File: src/i2csar_pkg.sv
// Constants, carrier types and state layout for the status and abort reporting block.
package i2csar_pkg;

    // ------------------------------------------------------------------
    // Widths and depths
    // ------------------------------------------------------------------
    localparam int          ADDR_W     = 32;
    localparam int          DATA_W     = 32;
    localparam int          REG_W      = 16;
    localparam int          LVL_W      = 6;
    localparam logic [5:0]  FIFO_DEPTH = 6'h20;
    localparam logic [5:0]  LVL_ONE    = 6'h01;
    localparam logic [15:0] CNT_ONE    = 16'h0001;
    localparam logic [1:0]  EN_DELAY   = 2'h2;

    // ------------------------------------------------------------------
    // Register byte addresses
    // ------------------------------------------------------------------
    localparam logic [31:0] OFF_CON       = 32'h5000_1300;
    localparam logic [31:0] OFF_DATA_CMD  = 32'h5000_1310;
    localparam logic [31:0] OFF_CLR_ABORT = 32'h5000_1354;
    localparam logic [31:0] OFF_ENABLE    = 32'h5000_136C;
    localparam logic [31:0] OFF_STATUS    = 32'h5000_1370;
    localparam logic [31:0] OFF_TX_FILL   = 32'h5000_1374;
    localparam logic [31:0] OFF_RX_FILL   = 32'h5000_1378;
    localparam logic [31:0] OFF_HOLD      = 32'h5000_137C;
    localparam logic [31:0] OFF_ABORT     = 32'h5000_1380;

    // ------------------------------------------------------------------
    // Field positions
    // ------------------------------------------------------------------
    localparam int STS_SLAVE_BUSY  = 6;
    localparam int STS_MASTER_BUSY = 5;
    localparam int STS_RX_FULL     = 4;
    localparam int STS_RX_HAS_DATA = 3;
    localparam int STS_TX_EMPTY    = 2;
    localparam int STS_TX_HAS_ROOM = 1;
    localparam int STS_ACTIVITY    = 0;
    localparam int AB_SLV_RD_CMD   = 15;
    localparam int AB_SLV_BUS_LOSS = 14;
    localparam int AB_SLV_FLUSH    = 13;
    localparam int AB_ARB_LOSS     = 12;
    localparam int AB_MASTER_DIS   = 11;
    localparam int AB_LONG_RD_NORS = 10;
    localparam int CMD_READ_BIT    = 8;
    localparam int CON_MASTER_EN   = 0;
    localparam int CON_LONG_ADDR   = 4;
    localparam int CON_RESTART_EN  = 5;
    localparam int ENABLE_BIT      = 0;

    // ------------------------------------------------------------------
    // Reset values
    // ------------------------------------------------------------------
    localparam logic [15:0] HOLD_RST  = 16'h0001;
    localparam logic [15:0] CON_RST   = 16'h0021;
    localparam logic [15:0] ABORT_RST = 16'h0000;

    // ------------------------------------------------------------------
    // Types
    // ------------------------------------------------------------------
    typedef struct packed {
        logic [31:0] addr;
        logic [31:0] wdata;
        logic        wr;
        logic        rd;
    } i2csar_req_t;

    typedef struct packed {
        logic [31:0] rd_data;
        logic [5:0]  tx_lvl;
        logic [5:0]  rx_lvl;
        logic [15:0] hold;
        logic [15:0] abort;
        logic [15:0] con;
        logic        enable;
        logic [1:0]  en_pipe;
        logic        scl_s1;
        logic        scl_s2;
        logic        scl_d;
        logic        sda_s1;
        logic        sda_s2;
        logic [15:0] hold_cnt;
        logic        hold_busy;
        logic        sda_update;
        logic        abort_irq;
    } i2csar_state_t;

endpackage

File: src/i2csar_top.sv
// Status, fill-level, hold-time and transmit-abort reporting for the two-wire bus controller.
//
// Functional notes
// - Slave busy bit 6 follows the slave state machine being away from idle.
// - Master busy bit 5 follows the master state machine being away from idle.
// - Receive full bit 4 is high exactly when every receive location is used.
// - Receive has-data bit 3 is high while the receive buffer is not empty.
// - Transmit empty bit 2 resets high, tracks emptiness, never raises an interrupt.
// - Transmit has-room bit 1 resets high, cleared only when transmit buffer is full.
// - Overall activity bit 0 is read-only and zero after reset.
// - Transmit fill count is read in bits 5 to 0.
// - Receive fill count is read in bits 5 to 0.
// - Read command written while answering a slave data request sets abort bit 15.
// - Slave losing the bus while sending sets abort bits 14 and 12 together.
// - While sending, data line is compared at each clock rise; mismatch means loss.
// - Slave read request with stale transmit data sets bit 13, raises abort, flushes.
// - Master arbitration loss sets bit 12; slave transmitter loss also sets it.
// - Master and slave reporting work independently and at the same time.
// - Master transfer requested while master function disabled sets abort bit 11.
// - Long-address read with repeated start disallowed sets abort bit 10.
// - Disabling the controller flushes both buffers, counts go to zero.
`timescale 1ns/1ns

module i2csar_top (
    input  wire logic                 sys_clk,             // Controller clock, 25 MHz.
    input  wire logic                 rst,                 // Asynchronous reset, active high.
    input  wire i2csar_pkg::i2csar_req_t reg_req,          // Register bus request.
    output logic [31:0]               reg_rd_data,         // Read data, cycle after read strobe.
    input  wire logic                 slave_fsm_busy,      // Slave state machine not idle.
    input  wire logic                 master_fsm_busy,     // Master state machine not idle.
    input  wire logic                 slave_tx_active,     // Slave is shifting data out.
    input  wire logic                 master_tx_active,    // Master is shifting data out.
    input  wire logic                 sda_drive_bit,       // Bit currently driven on data line.
    input  wire logic                 slave_read_request,  // Pulse: remote master asks to read.
    input  wire logic                 slave_rd_req_pending, // Level: slave data request open.
    input  wire logic                 tx_pop,              // Pulse: shifter took a transmit entry.
    input  wire logic                 rx_push,             // Pulse: received byte stored.
    input  wire logic [7:0]           rx_byte,             // Oldest received byte.
    input  wire logic                 scl_in,              // Clock line level from pin.
    input  wire logic                 sda_in,              // Data line level from pin.
    output logic                      sda_update,          // Pulse: data line may change now.
    output logic                      transmit_abort_irq,  // Level: abort record not empty.
    output logic                      ctrl_enabled,        // Controller enable after delay.
    output logic                      master_enable,       // Master function allowed.
    output logic                      repeated_start_allow, // Repeated start allowed.
    output logic                      long_addr_mode,      // Ten-bit master addressing.
    output logic                      tx_has_room_flag     // Transmit buffer can take a write.
);

    // ------------------------------------------------------------------
    // Helpers
    // ------------------------------------------------------------------
    function automatic logic [5:0] lvl_next(input logic [5:0] lvl,
                                            input logic       push,
                                            input logic       pop);
        logic [5:0] res;
        res = lvl;
        if (push && !pop) begin
            res = 6'(lvl + i2csar_pkg::LVL_ONE);
        end else if (pop && !push) begin
            res = 6'(lvl - i2csar_pkg::LVL_ONE);
        end
        return res;
    endfunction

    function automatic logic hit(input logic [31:0] addr, input logic [31:0] off);
        return addr == off;
    endfunction

    // ------------------------------------------------------------------
    // State
    // ------------------------------------------------------------------
    i2csar_pkg::i2csar_state_t state_ff;
    i2csar_pkg::i2csar_state_t nxt_state;

    logic [15:0] status_word;
    logic [15:0] abort_events;
    logic        tx_full;
    logic        rx_full;
    logic        tx_empty;
    logic        rx_empty;
    logic        scl_rise;
    logic        scl_fall;
    logic        line_mismatch;
    logic        wr_data_cmd;
    logic        rd_data_cmd;
    logic        cmd_is_read;
    logic        clr_abort;
    logic        tx_push;
    logic        tx_take;
    logic        rx_store;
    logic        rx_take;
    logic        stale_flush;

    // ------------------------------------------------------------------
    // Status and event decode
    // ------------------------------------------------------------------
    always_comb begin
        tx_full  = state_ff.tx_lvl == i2csar_pkg::FIFO_DEPTH;
        rx_full  = state_ff.rx_lvl == i2csar_pkg::FIFO_DEPTH;
        tx_empty = state_ff.tx_lvl == 6'h00;
        rx_empty = state_ff.rx_lvl == 6'h00;

        // Only the second synchroniser stage and its delayed copy feed edge logic.
        scl_rise = state_ff.scl_s2 && !state_ff.scl_d;
        scl_fall = !state_ff.scl_s2 && state_ff.scl_d;
        line_mismatch = scl_rise && (state_ff.sda_s2 != sda_drive_bit);

        wr_data_cmd = reg_req.wr && hit(reg_req.addr, i2csar_pkg::OFF_DATA_CMD);
        rd_data_cmd = reg_req.rd && hit(reg_req.addr, i2csar_pkg::OFF_DATA_CMD);
        cmd_is_read = reg_req.wdata[i2csar_pkg::CMD_READ_BIT];
        clr_abort   = reg_req.rd && hit(reg_req.addr, i2csar_pkg::OFF_CLR_ABORT);

        stale_flush = slave_read_request && !tx_empty;

        status_word = 16'h0000;
        status_word[i2csar_pkg::STS_SLAVE_BUSY]  = slave_fsm_busy;
        status_word[i2csar_pkg::STS_MASTER_BUSY] = master_fsm_busy;
        status_word[i2csar_pkg::STS_RX_FULL]     = rx_full;
        status_word[i2csar_pkg::STS_RX_HAS_DATA] = !rx_empty;
        status_word[i2csar_pkg::STS_TX_EMPTY]    = tx_empty;
        status_word[i2csar_pkg::STS_TX_HAS_ROOM] = !tx_full;
        // Both roles feed the activity bit so either one alone marks the block active.
        status_word[i2csar_pkg::STS_ACTIVITY] = slave_fsm_busy || master_fsm_busy
                                                || !tx_empty;

        abort_events = 16'h0000;
        abort_events[i2csar_pkg::AB_SLV_RD_CMD] = wr_data_cmd && cmd_is_read
                                                  && slave_rd_req_pending;
        abort_events[i2csar_pkg::AB_SLV_BUS_LOSS] = slave_tx_active && line_mismatch;
        abort_events[i2csar_pkg::AB_SLV_FLUSH]    = stale_flush;
        // Master and slave losses are checked side by side; both may land at once.
        abort_events[i2csar_pkg::AB_ARB_LOSS] = (master_tx_active || slave_tx_active)
                                                && line_mismatch;
        abort_events[i2csar_pkg::AB_MASTER_DIS] = wr_data_cmd
                                                  && !state_ff.con[i2csar_pkg::CON_MASTER_EN];
        abort_events[i2csar_pkg::AB_LONG_RD_NORS] = wr_data_cmd && cmd_is_read
            && state_ff.con[i2csar_pkg::CON_MASTER_EN]
            && state_ff.con[i2csar_pkg::CON_LONG_ADDR]
            && !state_ff.con[i2csar_pkg::CON_RESTART_EN];

        // A write that the buffer cannot hold is dropped rather than overwriting data.
        tx_push  = wr_data_cmd && !tx_full && state_ff.enable;
        tx_take  = tx_pop && !tx_empty;
        rx_store = rx_push && !rx_full && state_ff.enable;
        rx_take  = rd_data_cmd && !rx_empty;
    end

    // ------------------------------------------------------------------
    // Next state
    // ------------------------------------------------------------------
    always_comb begin
        nxt_state = state_ff;
        nxt_state.rd_data    = 32'h0000_0000;
        nxt_state.sda_update = 1'b0;

        // Two-stage synchronisers on the bus lines.
        nxt_state.scl_s1 = scl_in;
        nxt_state.scl_s2 = state_ff.scl_s1;
        nxt_state.scl_d  = state_ff.scl_s2;
        nxt_state.sda_s1 = sda_in;
        nxt_state.sda_s2 = state_ff.sda_s1;

        // Fill levels.
        nxt_state.tx_lvl = lvl_next(state_ff.tx_lvl, tx_push, tx_take);
        nxt_state.rx_lvl = lvl_next(state_ff.rx_lvl, rx_store, rx_take);
        if (stale_flush) begin
            nxt_state.tx_lvl = 6'h00;
        end
        if (!state_ff.enable) begin
            nxt_state.tx_lvl = 6'h00;
            nxt_state.rx_lvl = 6'h00;
        end

        // Abort record: a new event in the clearing cycle survives the clear.
        if (clr_abort) begin
            nxt_state.abort = abort_events;
        end else begin
            nxt_state.abort = state_ff.abort | abort_events;
        end
        nxt_state.abort_irq = |nxt_state.abort;

        // The enable takes effect after a short delay, as the datapath expects.
        nxt_state.en_pipe = {state_ff.en_pipe[0], state_ff.enable};

        // Hold timer: a setting of zero behaves as one so data never moves on the edge.
        if (scl_fall) begin
            nxt_state.hold_busy = 1'b1;
            nxt_state.hold_cnt  = (state_ff.hold == 16'h0000) ? i2csar_pkg::CNT_ONE
                                                              : state_ff.hold;
        end else if (state_ff.hold_busy) begin
            if (state_ff.hold_cnt == i2csar_pkg::CNT_ONE) begin
                nxt_state.hold_busy  = 1'b0;
                nxt_state.sda_update = 1'b1;
            end else begin
                nxt_state.hold_cnt = 16'(state_ff.hold_cnt - i2csar_pkg::CNT_ONE);
            end
        end

        // Register writes.
        if (reg_req.wr) begin
            if (hit(reg_req.addr, i2csar_pkg::OFF_HOLD)) begin
                nxt_state.hold = reg_req.wdata[15:0];
            end
            if (hit(reg_req.addr, i2csar_pkg::OFF_CON)) begin
                nxt_state.con = reg_req.wdata[15:0];
            end
            if (hit(reg_req.addr, i2csar_pkg::OFF_ENABLE)) begin
                nxt_state.enable = reg_req.wdata[i2csar_pkg::ENABLE_BIT];
            end
        end

        // Register reads; unmapped addresses read as zero.
        if (reg_req.rd) begin
            unique case (reg_req.addr)
                i2csar_pkg::OFF_STATUS: begin
                    nxt_state.rd_data = {16'h0000, status_word};
                end
                i2csar_pkg::OFF_TX_FILL: begin
                    nxt_state.rd_data = {26'h0000000, state_ff.tx_lvl};
                end
                i2csar_pkg::OFF_RX_FILL: begin
                    nxt_state.rd_data = {26'h0000000, state_ff.rx_lvl};
                end
                i2csar_pkg::OFF_HOLD: begin
                    nxt_state.rd_data = {16'h0000, state_ff.hold};
                end
                i2csar_pkg::OFF_ABORT: begin
                    nxt_state.rd_data = {16'h0000, state_ff.abort};
                end
                i2csar_pkg::OFF_CON: begin
                    nxt_state.rd_data = {16'h0000, state_ff.con};
                end
                i2csar_pkg::OFF_ENABLE: begin
                    nxt_state.rd_data = {31'h00000000, state_ff.enable};
                end
                i2csar_pkg::OFF_DATA_CMD: begin
                    nxt_state.rd_data = {24'h000000, rx_byte};
                end
                i2csar_pkg::OFF_CLR_ABORT: begin
                    nxt_state.rd_data = {31'h00000000, |state_ff.abort};
                end
                default: begin
                    nxt_state.rd_data = 32'h0000_0000;
                end
            endcase
        end
    end

    // ------------------------------------------------------------------
    // Registers
    // ------------------------------------------------------------------
    always_ff @(posedge sys_clk or posedge rst) begin
        if (rst) begin
            state_ff.rd_data    <= 32'h0000_0000;
            state_ff.tx_lvl     <= 6'h00;
            state_ff.rx_lvl     <= 6'h00;
            state_ff.hold       <= i2csar_pkg::HOLD_RST;
            state_ff.abort      <= i2csar_pkg::ABORT_RST;
            state_ff.con        <= i2csar_pkg::CON_RST;
            state_ff.enable     <= 1'b0;
            state_ff.en_pipe    <= 2'h0;
            state_ff.scl_s1     <= 1'b1;
            state_ff.scl_s2     <= 1'b1;
            state_ff.scl_d      <= 1'b1;
            state_ff.sda_s1     <= 1'b1;
            state_ff.sda_s2     <= 1'b1;
            state_ff.hold_cnt   <= 16'h0000;
            state_ff.hold_busy  <= 1'b0;
            state_ff.sda_update <= 1'b0;
            state_ff.abort_irq  <= 1'b0;
        end else begin
            state_ff <= nxt_state;
        end
    end

    // ------------------------------------------------------------------
    // Outputs
    // ------------------------------------------------------------------
    assign reg_rd_data          = state_ff.rd_data;
    assign sda_update           = state_ff.sda_update;
    assign transmit_abort_irq   = state_ff.abort_irq;
    assign ctrl_enabled         = state_ff.en_pipe[1];
    assign master_enable        = state_ff.con[i2csar_pkg::CON_MASTER_EN];
    assign repeated_start_allow = state_ff.con[i2csar_pkg::CON_RESTART_EN];
    assign long_addr_mode       = state_ff.con[i2csar_pkg::CON_LONG_ADDR];
    assign tx_has_room_flag     = !tx_full && state_ff.enable;

endmodule

File: config.mk
export PLATFORM = sky130hd
export DESIGN_NAME = i2csar_top
export DESIGN_NICKNAME = d
export VERILOG_FILES = /design/src/i2csar_pkg.sv /design/src/i2csar_top.sv
export SDC_FILE = /design/constraint.sdc
export NUM_CORES = 1
export LEC_CHECK = 0
export ABC_AREA = 1
export BUFFER_PORTS_ARGS = -buffer_cell sky130_fd_sc_hd__clkbuf_2
export CAP_MARGIN = 20
export CORE_MARGIN = 1.5
export CORE_UTILIZATION = 33
export CTS_CLUSTER_DIAMETER = 40
export CTS_CLUSTER_SIZE = 28
export DETAILED_ROUTE_END_ITERATION = 8
export MAX_ROUTING_LAYER = met4
export PLACE_DENSITY = 0.5
export REMOVE_ABC_BUFFERS = 1
export SLEW_MARGIN = 40
export SYNTH_ARGS = -nofsm -noshare
export SYNTH_HDL_FRONTEND = slang
export SYNTH_SLANG_ARGS = --single-unit
export TNS_END_PERCENT = 20
File: constraint.sdc
create_clock -name sys_clk -period 8.08 [get_ports sys_clk]
set_clock_uncertainty 0.1 [all_clocks]
set_input_delay 0.404 -clock sys_clk [delete_from_list [all_inputs] [get_ports sys_clk]]
set_output_delay 0.404 -clock sys_clk [all_outputs]
set_load 0.05 [all_outputs]
== After elaboration in Yosys (flattened, before gate mapping) ==
Cells that the tools add are included.
W data, S select, Z words.

* Flip-flop bits (word level): 119
* Latch bits: 0
* RAM bits: 0
* Bits in read-only memories: 0
* Input port bits: 87
* Output and inout port bits: 39
* Logic and storage cells: 105
* Memories: 0

* Add/subtract/negate cells: 5
* Multiply operators: 0
* Div/mod/pow operators: 0
* Order comparisons: 0
* Equality and inequality tests: 16
* Shifts and indexed selects: 0
* Muxes and demuxes: 15
* Bitwise operators: 1
* Reductions and logical operators: 51

{| class="wikitable"
|+ Operator list
! operator !! number
|-
| $eq A32 B31 Y1 const B || 9
|-
| $pmux W16 S9 || 1
|-
| $mux W16 || 4
|-
| $reduce_or A16 Y1 || 2
|-
| $mux W6 || 5
|-
| $logic_and A1 B1 Y1 || 26
|-
| $mux W18 || 1
|-
| $mux W17 || 1
|-
| $eq A16 B1 Y1 const B || 1
|-
| $logic_not A16 Y1 || 1
|-
| $or A16 B16 Y16 || 1
|-
| $sub A16 B1 Y16 const B || 1
|-
| $add A6 B1 Y6 const B || 2
|-
| $eq A6 B6 Y1 const B || 2
|-
| $logic_not A1 Y1 || 12
|-
| $logic_not A6 Y1 || 2
|-
| $mux W12 || 1
|-
| $sub A6 B1 Y6 const B || 2
|-
| $reduce_and A2 Y1 || 4
|-
| $ne A4 B1 Y1 const B || 1
|-
| $logic_or A1 B1 Y1 || 3
|-
| $ne A3 B1 Y1 const B || 1
|-
| $mux W2 || 1
|-
| $ne A2 B2 Y1 const B || 1
|-
| 3 further kinds || 3
|}

== Logic depth before layout (Yosys ltp) ==
Gate-level depths: netlist of the first run.

* Word-level depth: 10
* Depth in mapped cells: 20
* Mapped depth without buffers: 20

== Worst setup path after synthesis of the first run ==
Ideal clock, no wire load.

* Kind: input-to-reg
* Start: input reg_req[35] (netlist bit)
* End: register state_ff[86] (netlist bit)
* Library setup time: 0.121 ns
* Arrival time: 2.726 ns
* Setup slack: 5.134 ns
* Cell stages on the path: 19
* Path buffers: 0
* Cells stage by stage: nor2_1 > nand3_2 > inv_2 > nand3_1 > nor2_4 > nand2_1 > nor3_1 > ha_1 > inv_1 > ha_1 > nand3_1 > nand3_1 > nand2_1 > nand2_1 > a21oi_1 > xor2_1 > nand2_1 > o211ai_1 > inv_1

* Cells in the longest elaborated chain, start to end: 8
* Elaborated cells between the ends (all ways): 11

{| class="wikitable"
|+ RTL lines
! item !! RTL line !! source
|-
| from (decl) || i2csar_top.sv:27 || <nowiki>input wire i2csar_pkg::i2csar_req_t reg_req,</nowiki>
|-
| $eq A32 B31 Y1 * || i2csar_top.sv:67 || <nowiki>return addr == off;</nowiki>
|-
| $logic_and A1 B1 Y1 * || i2csar_top.sv:109 || <nowiki>wr_data_cmd = reg_req.wr && hit(reg_req.addr, i2csar_pkg::OFF_DATA_CMD);</nowiki>
|-
| $logic_and A1 B1 Y1 * (2 in a row) || i2csar_top.sv:143 || <nowiki>tx_push = wr_data_cmd && !tx_full && state_ff.enable;</nowiki>
|-
| $logic_and A1 B1 Y1 || i2csar_top.sv:58 || <nowiki>if (push && !pop) begin</nowiki>
|-
| $mux W6 || i2csar_top.sv:58 ||
|-
| $mux W6 || i2csar_top.sv:167 || <nowiki>if (stale_flush) begin</nowiki>
|-
| $mux W12 || i2csar_top.sv:170 || <nowiki>if (!state_ff.enable) begin</nowiki>
|-
| to (signal assigned) || i2csar_top.sv:273 || <nowiki>state_ff <= nxt_state;</nowiki>
|-
| to (decl) || i2csar_top.sv:73 || <nowiki>i2csar_pkg::i2csar_state_t state_ff;</nowiki>
|}

Mark *: on every way between the ends. The rest lies on a longest branch, timed or not.
A chain may end at the register's enable or synchronous reset.

== Worst setup path after layout of the first run ==
Same ends and word-level chain as after synthesis.

==> impl_summary.log, run 1 <==
INFO  metric run_status = finished with violations
INFO  metric violations = design-rule violations
INFO  metric grt_pass1_wl = 26.3 mm
INFO  metric route.detailed.vias_per_inst = 4.61
INFO  metric place_inst = 1100
INFO  metric post_cts.repair.setup_buffers = 0
INFO  metric multiInputGateArea = 2790 sq um
INFO  metric drt-initial-drc-count = 306
INFO  metric finalSetupTns = 0 ps
INFO  metric clock_insertion_delay_worst_skew = 360 ps
INFO  metric synth_cells = 808
INFO  metric netlist-cell-type-count = 49
INFO  metric dp_hpwl = 12.4 mm
INFO  metric timing.critical_path.arrival = 3390 ps
INFO  metric route.detailed.drc = 11
INFO  metric clock_buffers_created_by_tritoncts = 9
INFO  metric share_of_yosys_cell_area_claimed_by_the_top_area_cell_type = 38.8%
INFO  metric tritoncts = done
INFO  metric total_power = 1.26 mW
INFO  metric power_frac_clock = 33.8%
INFO  metric power_switching_share = 31.7%
INFO  metric place_area = 6610 sq um
INFO  metric fin_area = 6880 sq um
INFO  metric clock-sinks = 103
INFO  metric reg2regPathDepth = 18
INFO  metric portbufs = 93
INFO  metric min_from = scl_in
INFO  metric path_cells = clkbuf_2 > nor2_1 > nand3_2 > inv_2 > nand3_1 > nor2_4 > nand2_1 > nor3_1 > ha_1 > inv_1 > ha_1 > nand3_1 > nand3_1 > nand2_1 > nand2_1 > a21oi_1 > xor2_1 > nand2_1 > o211ai_1 > inv_1
INFO  metric post_cts_resized = 0
INFO  metric cp_common_cell = nand2_1
INFO  metric placement_rows = 49
INFO  metric intPower = 858 uW
INFO  metric syn2layout_area_growth = 12.3%
INFO  metric postLayoutSetupSlackWorst = 4830 ps
INFO  metric worst-endpoint-required = 8230 ps
INFO  metric rsz0062_at_grt = no
INFO  metric core_area = 18100 sq um
INFO  metric combinationalPowerShare = 20.4%
INFO  metric first_pass_iters = 9
INFO  metric grt_pass1_vias = 5020
INFO  metric ws_path_type = input pin to flip-flop
INFO  metric boundaryPins = 126
INFO  metric fillers = 1954
INFO  metric die_x = 139 microns
INFO  metric die_area = 19400 sq um
INFO  metric worst_hold_path_type = input pin to flip-flop
INFO  metric timing.final.crit_share = 40.2%
INFO  metric max_cap_violations = 0
INFO  metric grt_antenna_before_repair = 0
INFO  metric max_frequency = 308 MHz
INFO  metric ys.flop_type = dfrtp_1
INFO  metric synth_commonest_cells = 187 x nand2_1, 114 x inv_1, 95 x dfrtp_1, 94 x nor2_1, 40 x nand3_1
INFO  metric slowest_stage = ha_1
INFO  metric antenna_cells = 0
INFO  metric die_height = 139 microns
INFO  metric grt_overflow = 0
INFO  metric synth_async_sr_flop_share = 100%
INFO  metric route.final.wire_length = 16.1 mm
INFO  metric pwr-share-seq = 45.8%
INFO  metric power_switching = 399 uW
INFO  metric synth_edf_count = 0
INFO  metric ant_nets = 0
INFO  metric yosysWarningCount = 0
INFO  metric drive_gt1_share = 19.1%
INFO  metric clock_transition_at_the_registers_of_the_reported_paths = 70 ps
INFO  metric slew_headroom = 51.7%
INFO  metric floorplan.initialDensity = 33.9%
INFO  metric worstReg2RegStart = state_ff[82]$_DFFE_PP0P_
INFO  metric ctsRootBufferMaster = clkbuf_16
INFO  metric fin_worst_hold_slack = 23.9 ps
INFO  metric layout_min_cycle_time = 3250 ps
INFO  metric timing.final.setup_violations = 0
INFO  metric final_core_util = 38.0%
INFO  metric report.final.hold_viol_count = 0
INFO  metric finalNetCount = 982
INFO  metric hold-path-cell-count = 1
INFO  metric crit_path_max_fanout = 9
INFO  metric cp-start-kind = input pin
INFO  metric worst_setup_path_end_kind = flip-flop
INFO  metric h-tree-depth = 3
INFO  metric max_slew.worst_pin.slew = 721 ps
INFO  metric netlist_top_cells_area = dfrtp_1 39%, nand2_1 11%, inv_1 7.0%
INFO  metric finish.cell_count_without_fillers = 1116
INFO  metric cts_max_path_buffers = 2
INFO  metric avgSynthCellArea = 7.58 sq um
INFO  metric pleak = 3.55 nW
INFO  metric power_density = 183 nW/um^2
INFO  metric seqCellArea = 2590 sq um
INFO  metric irDropWorstVdd = 108 uV
INFO  metric synth.yosys.seq_area_share = 42.2%
INFO  metric final_weighted_congestion_in_routability_driven_placement = 0.839
INFO  metric ctsHoldBuffers = 0
INFO  metric final_max_slew_viol_count = 0
INFO  metric synth_seq_cells = 103
INFO  metric setup.worst_path.start = reg_req[35]
INFO  metric post-synth-top-count-cell = nand2_1
INFO  metric dr_total_vias = 5148
INFO  metric area_of_the_mapped_netlist = 6130 sq um
INFO  metric yosys.area.top_type = dfrtp_1
INFO  metric slowest_delay = 350 ps
INFO  metric detail_route.wl_per_cell = 14.4 microns
INFO  metric pre_cts_ws = 4440 ps
INFO  metric grtUsageTotal = 17.9%
INFO  metric largest_net_degree_at_the_start_of_global_routing = 55
## kinds of logic after synthesis
family          after synthesis  synth area share, %
other cells                   1               0.0612
flops                       103                 42.2
compound gates              125                 11.7
buf+inv                     170                 13.2
simple gates                386                 28.5
xor+xnor                     10                 1.43
fa+ha+maj                    13                 2.90
## cell usage in the layout (no fill, tap or decap), types with 7 or more instances in the layout
cell type	instances
clkbuf_2	93
o21ai_0	27
conb_1	16
a21oi_1	37
dfstp_2	8
nand2_1	187
o21ai_1	29
nor2_1	94
o22ai_1	7
dfrtp_1	95
ha_1	11
nand3_1	40
inv_1	113
xor2_1	7
nor2_2	18
nand4_1	11
clkbuf_16	9
nor3_1	8
## sequential cells by signal, summed over array words and instances (netlist names)
name,flops
transmit_abort_irq,1
sda_update,1
reg_rd_data,16
nxt_state,5
repeated_start_allow,1
master_enable,1
long_addr_mode,1
ctrl_enabled,1
state_ff,76
## path summary, 6_finish.rpt
path,endpoint,slack [ps]
setup reg to reg,state_ff[86]$_DFFE_PP0P_,5210
max in group asynchronous,state_ff[57]$_DFF_PP0_,6730
min in group asynchronous,reg_rd_data[4]$_DFF_PP0_,40
hold reg to reg,ctrl_enabled$_DFF_PP0_,250
setup / recovery,state_ff[86]$_DFFE_PP0P_,4830
hold / removal,nxt_state[22]$_DFF_PP1_,20
## metal layers
layer	track usage [%]	vias up	wire length, microns	share of wire (%)
met2	26.9	89	7280	45
met3	2.48	16	385	2.4
met4	5.94	0	319	2.0
met5	-	-	0	0
met1	24.8	2372	8130	50
li1	-	2671	-	-
## worst max-delay path: cells and delay by family
family | cells | cell delay, ps
AOI/OAI and AO/OA | 2 | 250
xor gates and xnor gates | 1 | 160
and+or+nand+nor | 11 | 1610
buffers and inverters | 4 | 350
adders and majority gates | 2 | 610
## area by class of cell
type                    count  area share, %
multi-input cells         550           40.5
flip-flops and latches    103           37.6
repair buffers             94           6.87
inverters                 124           6.82
well taps                 229           4.16
clock buffers              13           3.64
clock inverters             3          0.382
## power by group through the flow
stage	clock [mW]	sequential [mW]	combinational, mW
2_1_floorplan	0	0.580	0.190
3_3_place_gp	0	0.585	0.257
3_5_place_dp	0	0.585	0.257
4_1_cts	0.436	0.575	0.258
5_1_grt	0.457	0.580	0.295
6_report	0.425	0.575	0.256
Power figures use the tool's default switching activity.
==> inputs of run 2 (changes only) <==
==> constraint.sdc (replaced) <==
create_clock -name sys_clk -period 3 [get_ports sys_clk]
set_clock_uncertainty 0.1 [all_clocks]
set_input_delay 0.15 -clock sys_clk [delete_from_list [all_inputs] [get_ports sys_clk]]
set_output_delay 0.15 -clock sys_clk [all_outputs]
set_load 0.05 [all_outputs]
==> impl_summary.log, run 2 (synthesis results as in run 1) <==
INFO  metric drive_gt1_share = 20.0% (+0.93 points)
INFO  metric largest_register_ff_count = 76 (unchanged)
INFO  metric irDropWorstVdd = 298 uV (+180%)
INFO  metric worst_hold_path_type = input pin to flip-flop
INFO  metric ctsRootBufferMaster = clkbuf_16
INFO  metric final_cell_mix = 187 x nand2_1, 112 x inv_1, 94 x nor2_1, 94 x dfrtp_1, 93 x clkbuf_2
INFO  metric pleak = 3.71 nW (+4.4%)
INFO  metric first_pass_iters = 9 (unchanged)
INFO  metric portbufs = 93 (unchanged)
INFO  metric drt-initial-drc-count = 331 (+8.2%)
INFO  metric grtUsageTotal = 18.3% (+0.38 points)
INFO  metric ws_path_type = flip-flop to flip-flop
INFO  metric largest_net_degree_at_the_start_of_global_routing = 50 (-9.1%)
INFO  metric report.final.hold_viol_count = 0 (unchanged)
INFO  metric timing.final.setup_violations = 0 (unchanged)
INFO  metric pre_cts_ws = 94.6 ps (-4350 ps)
INFO  metric setup.worst_path.start = state_ff[82]$_DFFE_PP0P_
INFO  metric fillers = 1875 (-4.0%)
INFO  metric clock-sinks = 103 (unchanged)
INFO  metric max_frequency = 378 MHz
INFO  metric violations = design-rule violations
INFO  metric worstReg2RegStart = state_ff[82]$_DFFE_PP0P_
INFO  metric slowest_delay = 430 ps (+80 ps)
INFO  metric crit_path_max_fanout = 4 (-5)
INFO  metric final_max_slew_viol_count = 0 (unchanged)
INFO  metric slew_headroom = 53.0% (+1.3 points)
INFO  metric postLayoutSetupSlackWorst = 354 ps (-4480 ps)
INFO  metric max_cap_violations = 0 (unchanged)
INFO  metric cts_max_path_buffers = 2 (unchanged)
INFO  metric seqCellArea = 2590 sq um (about the same)
INFO  metric syn2layout_area_growth = 17.7%
INFO  metric reg2regPathDepth = 18 (unchanged)
INFO  metric clock_buffers_created_by_tritoncts = 9 (unchanged)
INFO  metric clock_transition_at_the_registers_of_the_reported_paths = 80 ps (about the same)
INFO  metric grt_overflow = 0 (unchanged)
INFO  metric power_density = 491 nW/um^2 (+170%)
INFO  metric min_from = slave_read_request
INFO  metric slowest_stage = dfrtp_2
INFO  metric ant_nets = 0 (unchanged)
INFO  metric finalNetCount = 1011 (+3.0%)
INFO  metric worst_setup_path_end_kind = flip-flop
INFO  metric hold-path-cell-count = 5 (+4)
INFO  metric die_area = 19400 sq um (unchanged)
INFO  metric die_x = 139 microns (unchanged)
INFO  metric timing.critical_path.arrival = 2800 ps (-590 ps)
INFO  metric cp_num_cells = 18 (-10%)
INFO  metric registers.top_by_ff_count = state_ff
INFO  metric die_height = 139 microns (unchanged)
INFO  metric placement_rows = 49 (unchanged)
INFO  metric detail_route.wl_per_cell = 14.3 microns (-1.3%)
INFO  metric path_cells = inv_1 > nand2_1 > nor4_4 > nand2_1 > inv_1 > nor3_1 > ha_1 > inv_2 > ha_1 > nand3_1 > nand3_1 > nand2_1 > nand2_1 > a21oi_1 > xor2_1 > nand2_1 > o211ai_1 > inv_1
INFO  metric fin_area = 7210 sq um (+4.8%)
INFO  metric place_area = 6680 sq um (+1.1%)
INFO  metric cp.buffers_inverters = 4 (unchanged)
INFO  metric h-tree-depth = 3 (unchanged)
INFO  metric antenna_cells = 0 (unchanged)
INFO  metric cp_common_cell = nand2_1
INFO  metric layout_min_cycle_time = 2650 ps
INFO  metric grt_pass1_vias = 5131 (+2.2%)
INFO  metric timing.final.crit_share = 88.2%
INFO  metric layout_commonest_cell = nand2_1
INFO  metric boundaryPins = 126 (unchanged)
INFO  metric finalSetupTns = 0 ps (unchanged)
INFO  metric max_slew.worst_pin.slew = 702 ps (-19.2 ps)
INFO  metric route.detailed.drc = 8 (-3)
INFO  metric route.final.wire_length = 16.3 mm (+1.3%)
INFO  metric core_area = 18100 sq um (unchanged)
INFO  metric floorplan.initialDensity = 33.9% (unchanged)
INFO  metric run_status = finished with violations
INFO  metric multiInputGateArea = 2800 sq um (+0.31%)
INFO  metric final_weighted_congestion_in_routability_driven_placement = 0.836 (-0.26%)
INFO  metric grt_pass1_wl = 27.0 mm (+2.7%)
INFO  metric grt_antenna_before_repair = 0 (unchanged)
INFO  metric dr_total_vias = 5302 (+3.0%)
INFO  metric crit_family = simple AND/OR/NAND/NOR gates
INFO  metric fin_worst_hold_slack = 18.2 ps (-5.77 ps)
INFO  metric tritoncts = done
INFO  metric route.detailed.vias_per_inst = 4.63 (+0.38%)
INFO  metric worst-endpoint-required = 3160 ps (-5070 ps)
INFO  metric dp_hpwl = 12.6 mm (+1.3%)
INFO  metric cp-start-kind = flip-flop
INFO  metric clock_insertion_delay_worst_skew = 370 ps (about the same)
run 2: cell count changes in the layout (fill, tap and decap cells not counted), sizes merged:
cell / before / now
inv: 121 / 123
buf: 1 / 10
clkbuf: 106 / 102
clkinvlp: 0 / 1
dlygate4sd3: 0 / 20
bufinv: 0 / 1
run 2: routing by layer:
| layer | part of all wire (%) | wire (microns) | track usage, % | vias to the layer above |
|---|---|---|---|---|
| met5 | 0 | 0 | - | - |
| met4 | 2.1 | 346 | 6.66 | 0 |
| met3 | 2.9 | 469 | 2.27 | 19 |
| met2 | 46 | 7490 | 28.0 | 90 |
| met1 | 49 | 8010 | 24.8 | 2463 |
| li1 | - | - | - | 2730 |
run 2: path summary, 6_finish.rpt:
check	to	slack, ps
max	state_ff[86]$_DFFE_PP0P_	350
min	state_ff[56]$_DFF_PP0_	20
max reg2reg	state_ff[86]$_DFFE_PP0P_	350
min reg2reg	ctrl_enabled$_DFF_PP0_	250
max in group asynchronous	state_ff[17]$_DFFE_PP0P_	1780
min in group asynchronous	ctrl_enabled$_DFF_PP0_	320
run 2: power breakdown:
| part | leakage, nW | internal, mW | switching (mW) |
|---|---|---|---|
| Sequential | 1.36 | 1.48 | 0.0649 |
| Combinational | 2.19 | 0.257 | 0.462 |
| Clock | 0.153 | 0.669 | 0.606 |
| Total | 3.71 | 2.41 | 1.13 |
run 2: cell type report:
cell class,instances,area share (%)
inverters,124,6.51
clock buffers,9,3.12
well taps,229,3.97
flip-flops and latches,103,35.9
repair buffers,123,10.4
multi-input cells,550,38.8
clock inverters,7,1.25
run 2: timing repair:
action	4_1_cts	5_1_grt
hold endpoints to repair	77	0
gates resized for setup	0	3
setup endpoints to repair	0	1
hold buffers	20	0
setup buffers	0	1
run 2: worst reg2reg max path: stages, from the launching register on:
cell,delay [ps]
dfrtp_2,430
inv_1,100
nand2_1,100
nor4_4,180
nand2_1,110
inv_1,80
nor3_1,50
ha_1,230
inv_2,90
ha_1,270
nand3_1,100
nand3_1,100
nand2_1,70
nand2_1,50
a21oi_1,160
xor2_1,160
nand2_1,60
o211ai_1,70
inv_1,50
run 2: per-stage QoR:
step           total power [mW]  utilization (%)  instances
2_1_floorplan              2.08                -        777
3_3_place_gp               2.28             36.9       1108
3_5_place_dp               2.28             36.9       1108
4_1_cts                    3.57             39.8       1144
5_1_grt                    3.74             39.9       1145
6_report                   3.54             39.9       1145
==> inputs of run 3 (changes only) <==
==> constraint.sdc (replaced) <==
create_clock -name sys_clk -period 3 [get_ports sys_clk]
set_clock_uncertainty 0.1 [all_clocks]
set_input_delay 0.75 -clock sys_clk [delete_from_list [all_inputs] [get_ports sys_clk]]
set_output_delay 0.75 -clock sys_clk [all_outputs]
set_load 0.05 [all_outputs]
==> impl_summary.log, run 3 (synthesis results as in run 1) <==
INFO  metric ctsRootBufferMaster = clkbuf_16
INFO  metric grt_pass1_vias = 5033 (-1.9%)
INFO  metric intPower = 2.33 mW (-3.1%)
INFO  metric crit_path_max_fanout = 3 (-1)
INFO  metric die_height = 139 microns (unchanged)
INFO  metric clock_buffers_created_by_tritoncts = 9 (unchanged)
INFO  metric pleak = 3.79 nW (+2.2%)
INFO  metric core_area = 18100 sq um (unchanged)
INFO  metric clock-sinks = 103 (unchanged)
INFO  metric antenna_cells = 0 (unchanged)
INFO  metric clock_transition_at_the_registers_of_the_reported_paths = 70 ps (about the same)
INFO  metric power_switching = 1.09 mW (-3.5%)
INFO  metric final_weighted_congestion_in_routability_driven_placement = 0.815 (-2.6%)
INFO  metric detail_route.wl_per_cell = 14.2 microns (-0.73%)
INFO  metric violations = design-rule violations
INFO  metric drive_gt1_share = 24.5% (+4.5 points)
INFO  metric power_switching_share = 31.9% (-0.079 points)
INFO  metric layout_commonest_cell = nand2_1
INFO  metric report.final.hold_viol_count = 0 (unchanged)
INFO  metric ctsHoldBuffers = 0 (-100%)
INFO  metric tritoncts = done
INFO  metric timing.critical_path.arrival = 2920 ps (+120 ps)
INFO  metric fin_area = 7310 sq um (+1.4%)
INFO  metric clock_insertion_delay_worst_skew = 350 ps (-20 ps)
INFO  metric cp-start-kind = input pin
INFO  metric timing.final.setup_violations = 0 (unchanged)
INFO  metric die_x = 139 microns (unchanged)
INFO  metric pwr-share-seq = 45.2% (+1.5 points)
INFO  metric route.final.wire_length = 16.5 mm (+0.83%)
INFO  metric boundaryPins = 126 (unchanged)
INFO  metric grtUsageTotal = 18.1% (-0.17 points)
INFO  metric dp_hpwl = 12.8 mm (+1.7%)
INFO  metric ant_nets = 0 (unchanged)
INFO  metric worst_setup_path_end_kind = flip-flop
INFO  metric first_pass_iters = 9 (unchanged)
INFO  metric power_frac_clock = 33.8% (-2.2 points)
INFO  metric max_frequency = 360 MHz (-4.6%)
INFO  metric route.detailed.vias_per_inst = 4.57 (-1.4%)
INFO  metric grt_antenna_before_repair = 0 (unchanged)
INFO  metric combinationalPowerShare = 21.0% (+0.7 points)
INFO  metric layout_min_cycle_time = 2770 ps (+128 ps)
INFO  metric fillers = 1889 (+0.75%)
INFO  metric dr_total_vias = 5311 (+0.17%)
INFO  metric pre_cts_ws = -361 ps (-455 ps)
INFO  metric cts_max_path_buffers = 2 (unchanged)
INFO  metric placement_rows = 49 (unchanged)
INFO  metric place_inst = 1147 (+3.5%)
INFO  metric run_status = finished with violations
INFO  metric place_area = 6970 sq um (+4.4%)
INFO  metric final_cell_mix = 184 x nand2_1, 112 x inv_1, 95 x dfrtp_1
INFO  metric power_density = 469 nW/um^2 (-4.5%)
INFO  metric finalNetCount = 1029 (+1.8%)
INFO  metric grt_pass1_wl = 26.5 mm (-1.7%)
INFO  metric postLayoutSetupSlackWorst = 226 ps (-128 ps)
INFO  metric worst_hold_path_type = flip-flop to flip-flop
INFO  metric die_area = 19400 sq um (unchanged)
INFO  metric setup_slack_of_the_most_critical_reg_to_reg_path = 340 ps (about the same)
INFO  metric rsz0062_at_grt = no
INFO  metric finish.cell_count_without_fillers = 1163 (+1.6%)
INFO  metric max_cap_violations = 0 (unchanged)
INFO  metric final_max_slew_viol_count = 0 (unchanged)
INFO  metric h-tree-depth = 3 (unchanged)
INFO  metric largest_register_ff_count = 76 (unchanged)
INFO  metric largest_net_degree_at_the_start_of_global_routing = 53 (+6.0%)
INFO  metric irDropWorstVdd = 266 uV (-11%)
INFO  metric worst-endpoint-required = 3150 ps (about the same)
INFO  metric registers.top_by_ff_count = state_ff
INFO  metric portbufs = 93 (unchanged)
INFO  metric route.detailed.drc = 11 (+3)
INFO  metric grt_overflow = 0 (unchanged)
INFO  metric timing.final.crit_share = 92.5% (+4.3 points)
INFO  metric syn2layout_area_growth = 19.3%
INFO  metric floorplan.initialDensity = 33.9% (unchanged)
INFO  metric drt-initial-drc-count = 346 (+4.5%)
INFO  metric ws_path_type = input pin to flip-flop
INFO  metric final_core_util = 40.4% (+0.54 points)
==> run 3: metal layers <==
layer	GRT usage, %	vias to the layer above	routed length [microns]
met5	-	-	0
met4	5.88	0	279
met3	2.72	20	466
met2	27.4	91	7620
met1	24.8	2433	8090
li1	-	2767	-
==> run 3: layout make-up <==
type | count | area, sq um | share of cell area, %
multi-input cells | 550 | 2840 | 38.9
flip-flops and latches | 103 | 2590 | 35.4
repair buffers | 141 | 838 | 11.5
inverters | 124 | 469 | 6.42
well taps | 229 | 287 | 3.92
clock buffers | 11 | 243 | 3.32
clock inverters | 5 | 41.3 | 0.565
==> run 3: what timing repair did <==
action | 4_1_cts | 5_1_grt
endpoints found under the setup margin | 0 | 2
setup buffers | 0 | 0
gates resized for setup | 0 | 13
hold endpoints to repair | 0 | 0
==> run 3: power by group through the flow <==
stage	Clock (mW)	Sequential [mW]	Combinational (mW)
2_1_floorplan	0	1.56	0.513
3_5_place_dp	0	1.57	0.720
5_1_grt	1.26	1.56	0.826
6_report	1.16	1.55	0.719
4_1_cts	1.20	1.55	0.721
3_3_place_gp	0	1.58	0.714
==> run 3: worst max-delay path, stage by stage <==
cell      delay, ps
clkbuf_2         90
inv_1            30
nor2_1          110
and2_1          210
nand3_4         100
nor2_4          100
nand2_2          80
nor3_2          120
ha_2            210
inv_2            60
buf_4           130
ha_1            300
nand2_1          80
nand2_1          60
a21oi_2         140
xor2_1          150
nand2_1          60
o211ai_1         80
inv_1            50
==> run 3: stage by stage <==
stage / power, mW / hold WS (ps) / setup TNS, ps
floorplan: 2.08 / 231 / -51660
global placement: 2.29 / 237 / -512
detailed placement: 2.29 / 236 / -789
CTS: 3.47 / 251 / 0
global route: 3.65 / 262 / 0
finish: 3.43 / 249 / 0
==> run 3: path summary, 6_finish.rpt <==
path                                               start                  endpoint  cells past startpoint
worst min register to register   nxt_state[25]$_DFF_PP0_    ctrl_enabled$_DFF_PP0_                      0
worst min-delay path             nxt_state[25]$_DFF_PP0_    ctrl_enabled$_DFF_PP0_                      0
min in group asynchronous                            rst  reg_rd_data[4]$_DFF_PP0_                      2
worst max register to register  state_ff[82]$_DFFE_PP0P_  state_ff[86]$_DFFE_PP0P_                     18
max in group asynchronous                            rst    state_ff[21]$_DFF_PP1_                      3
worst max-delay path                         reg_req[38]  state_ff[86]$_DFFE_PP0P_                     19
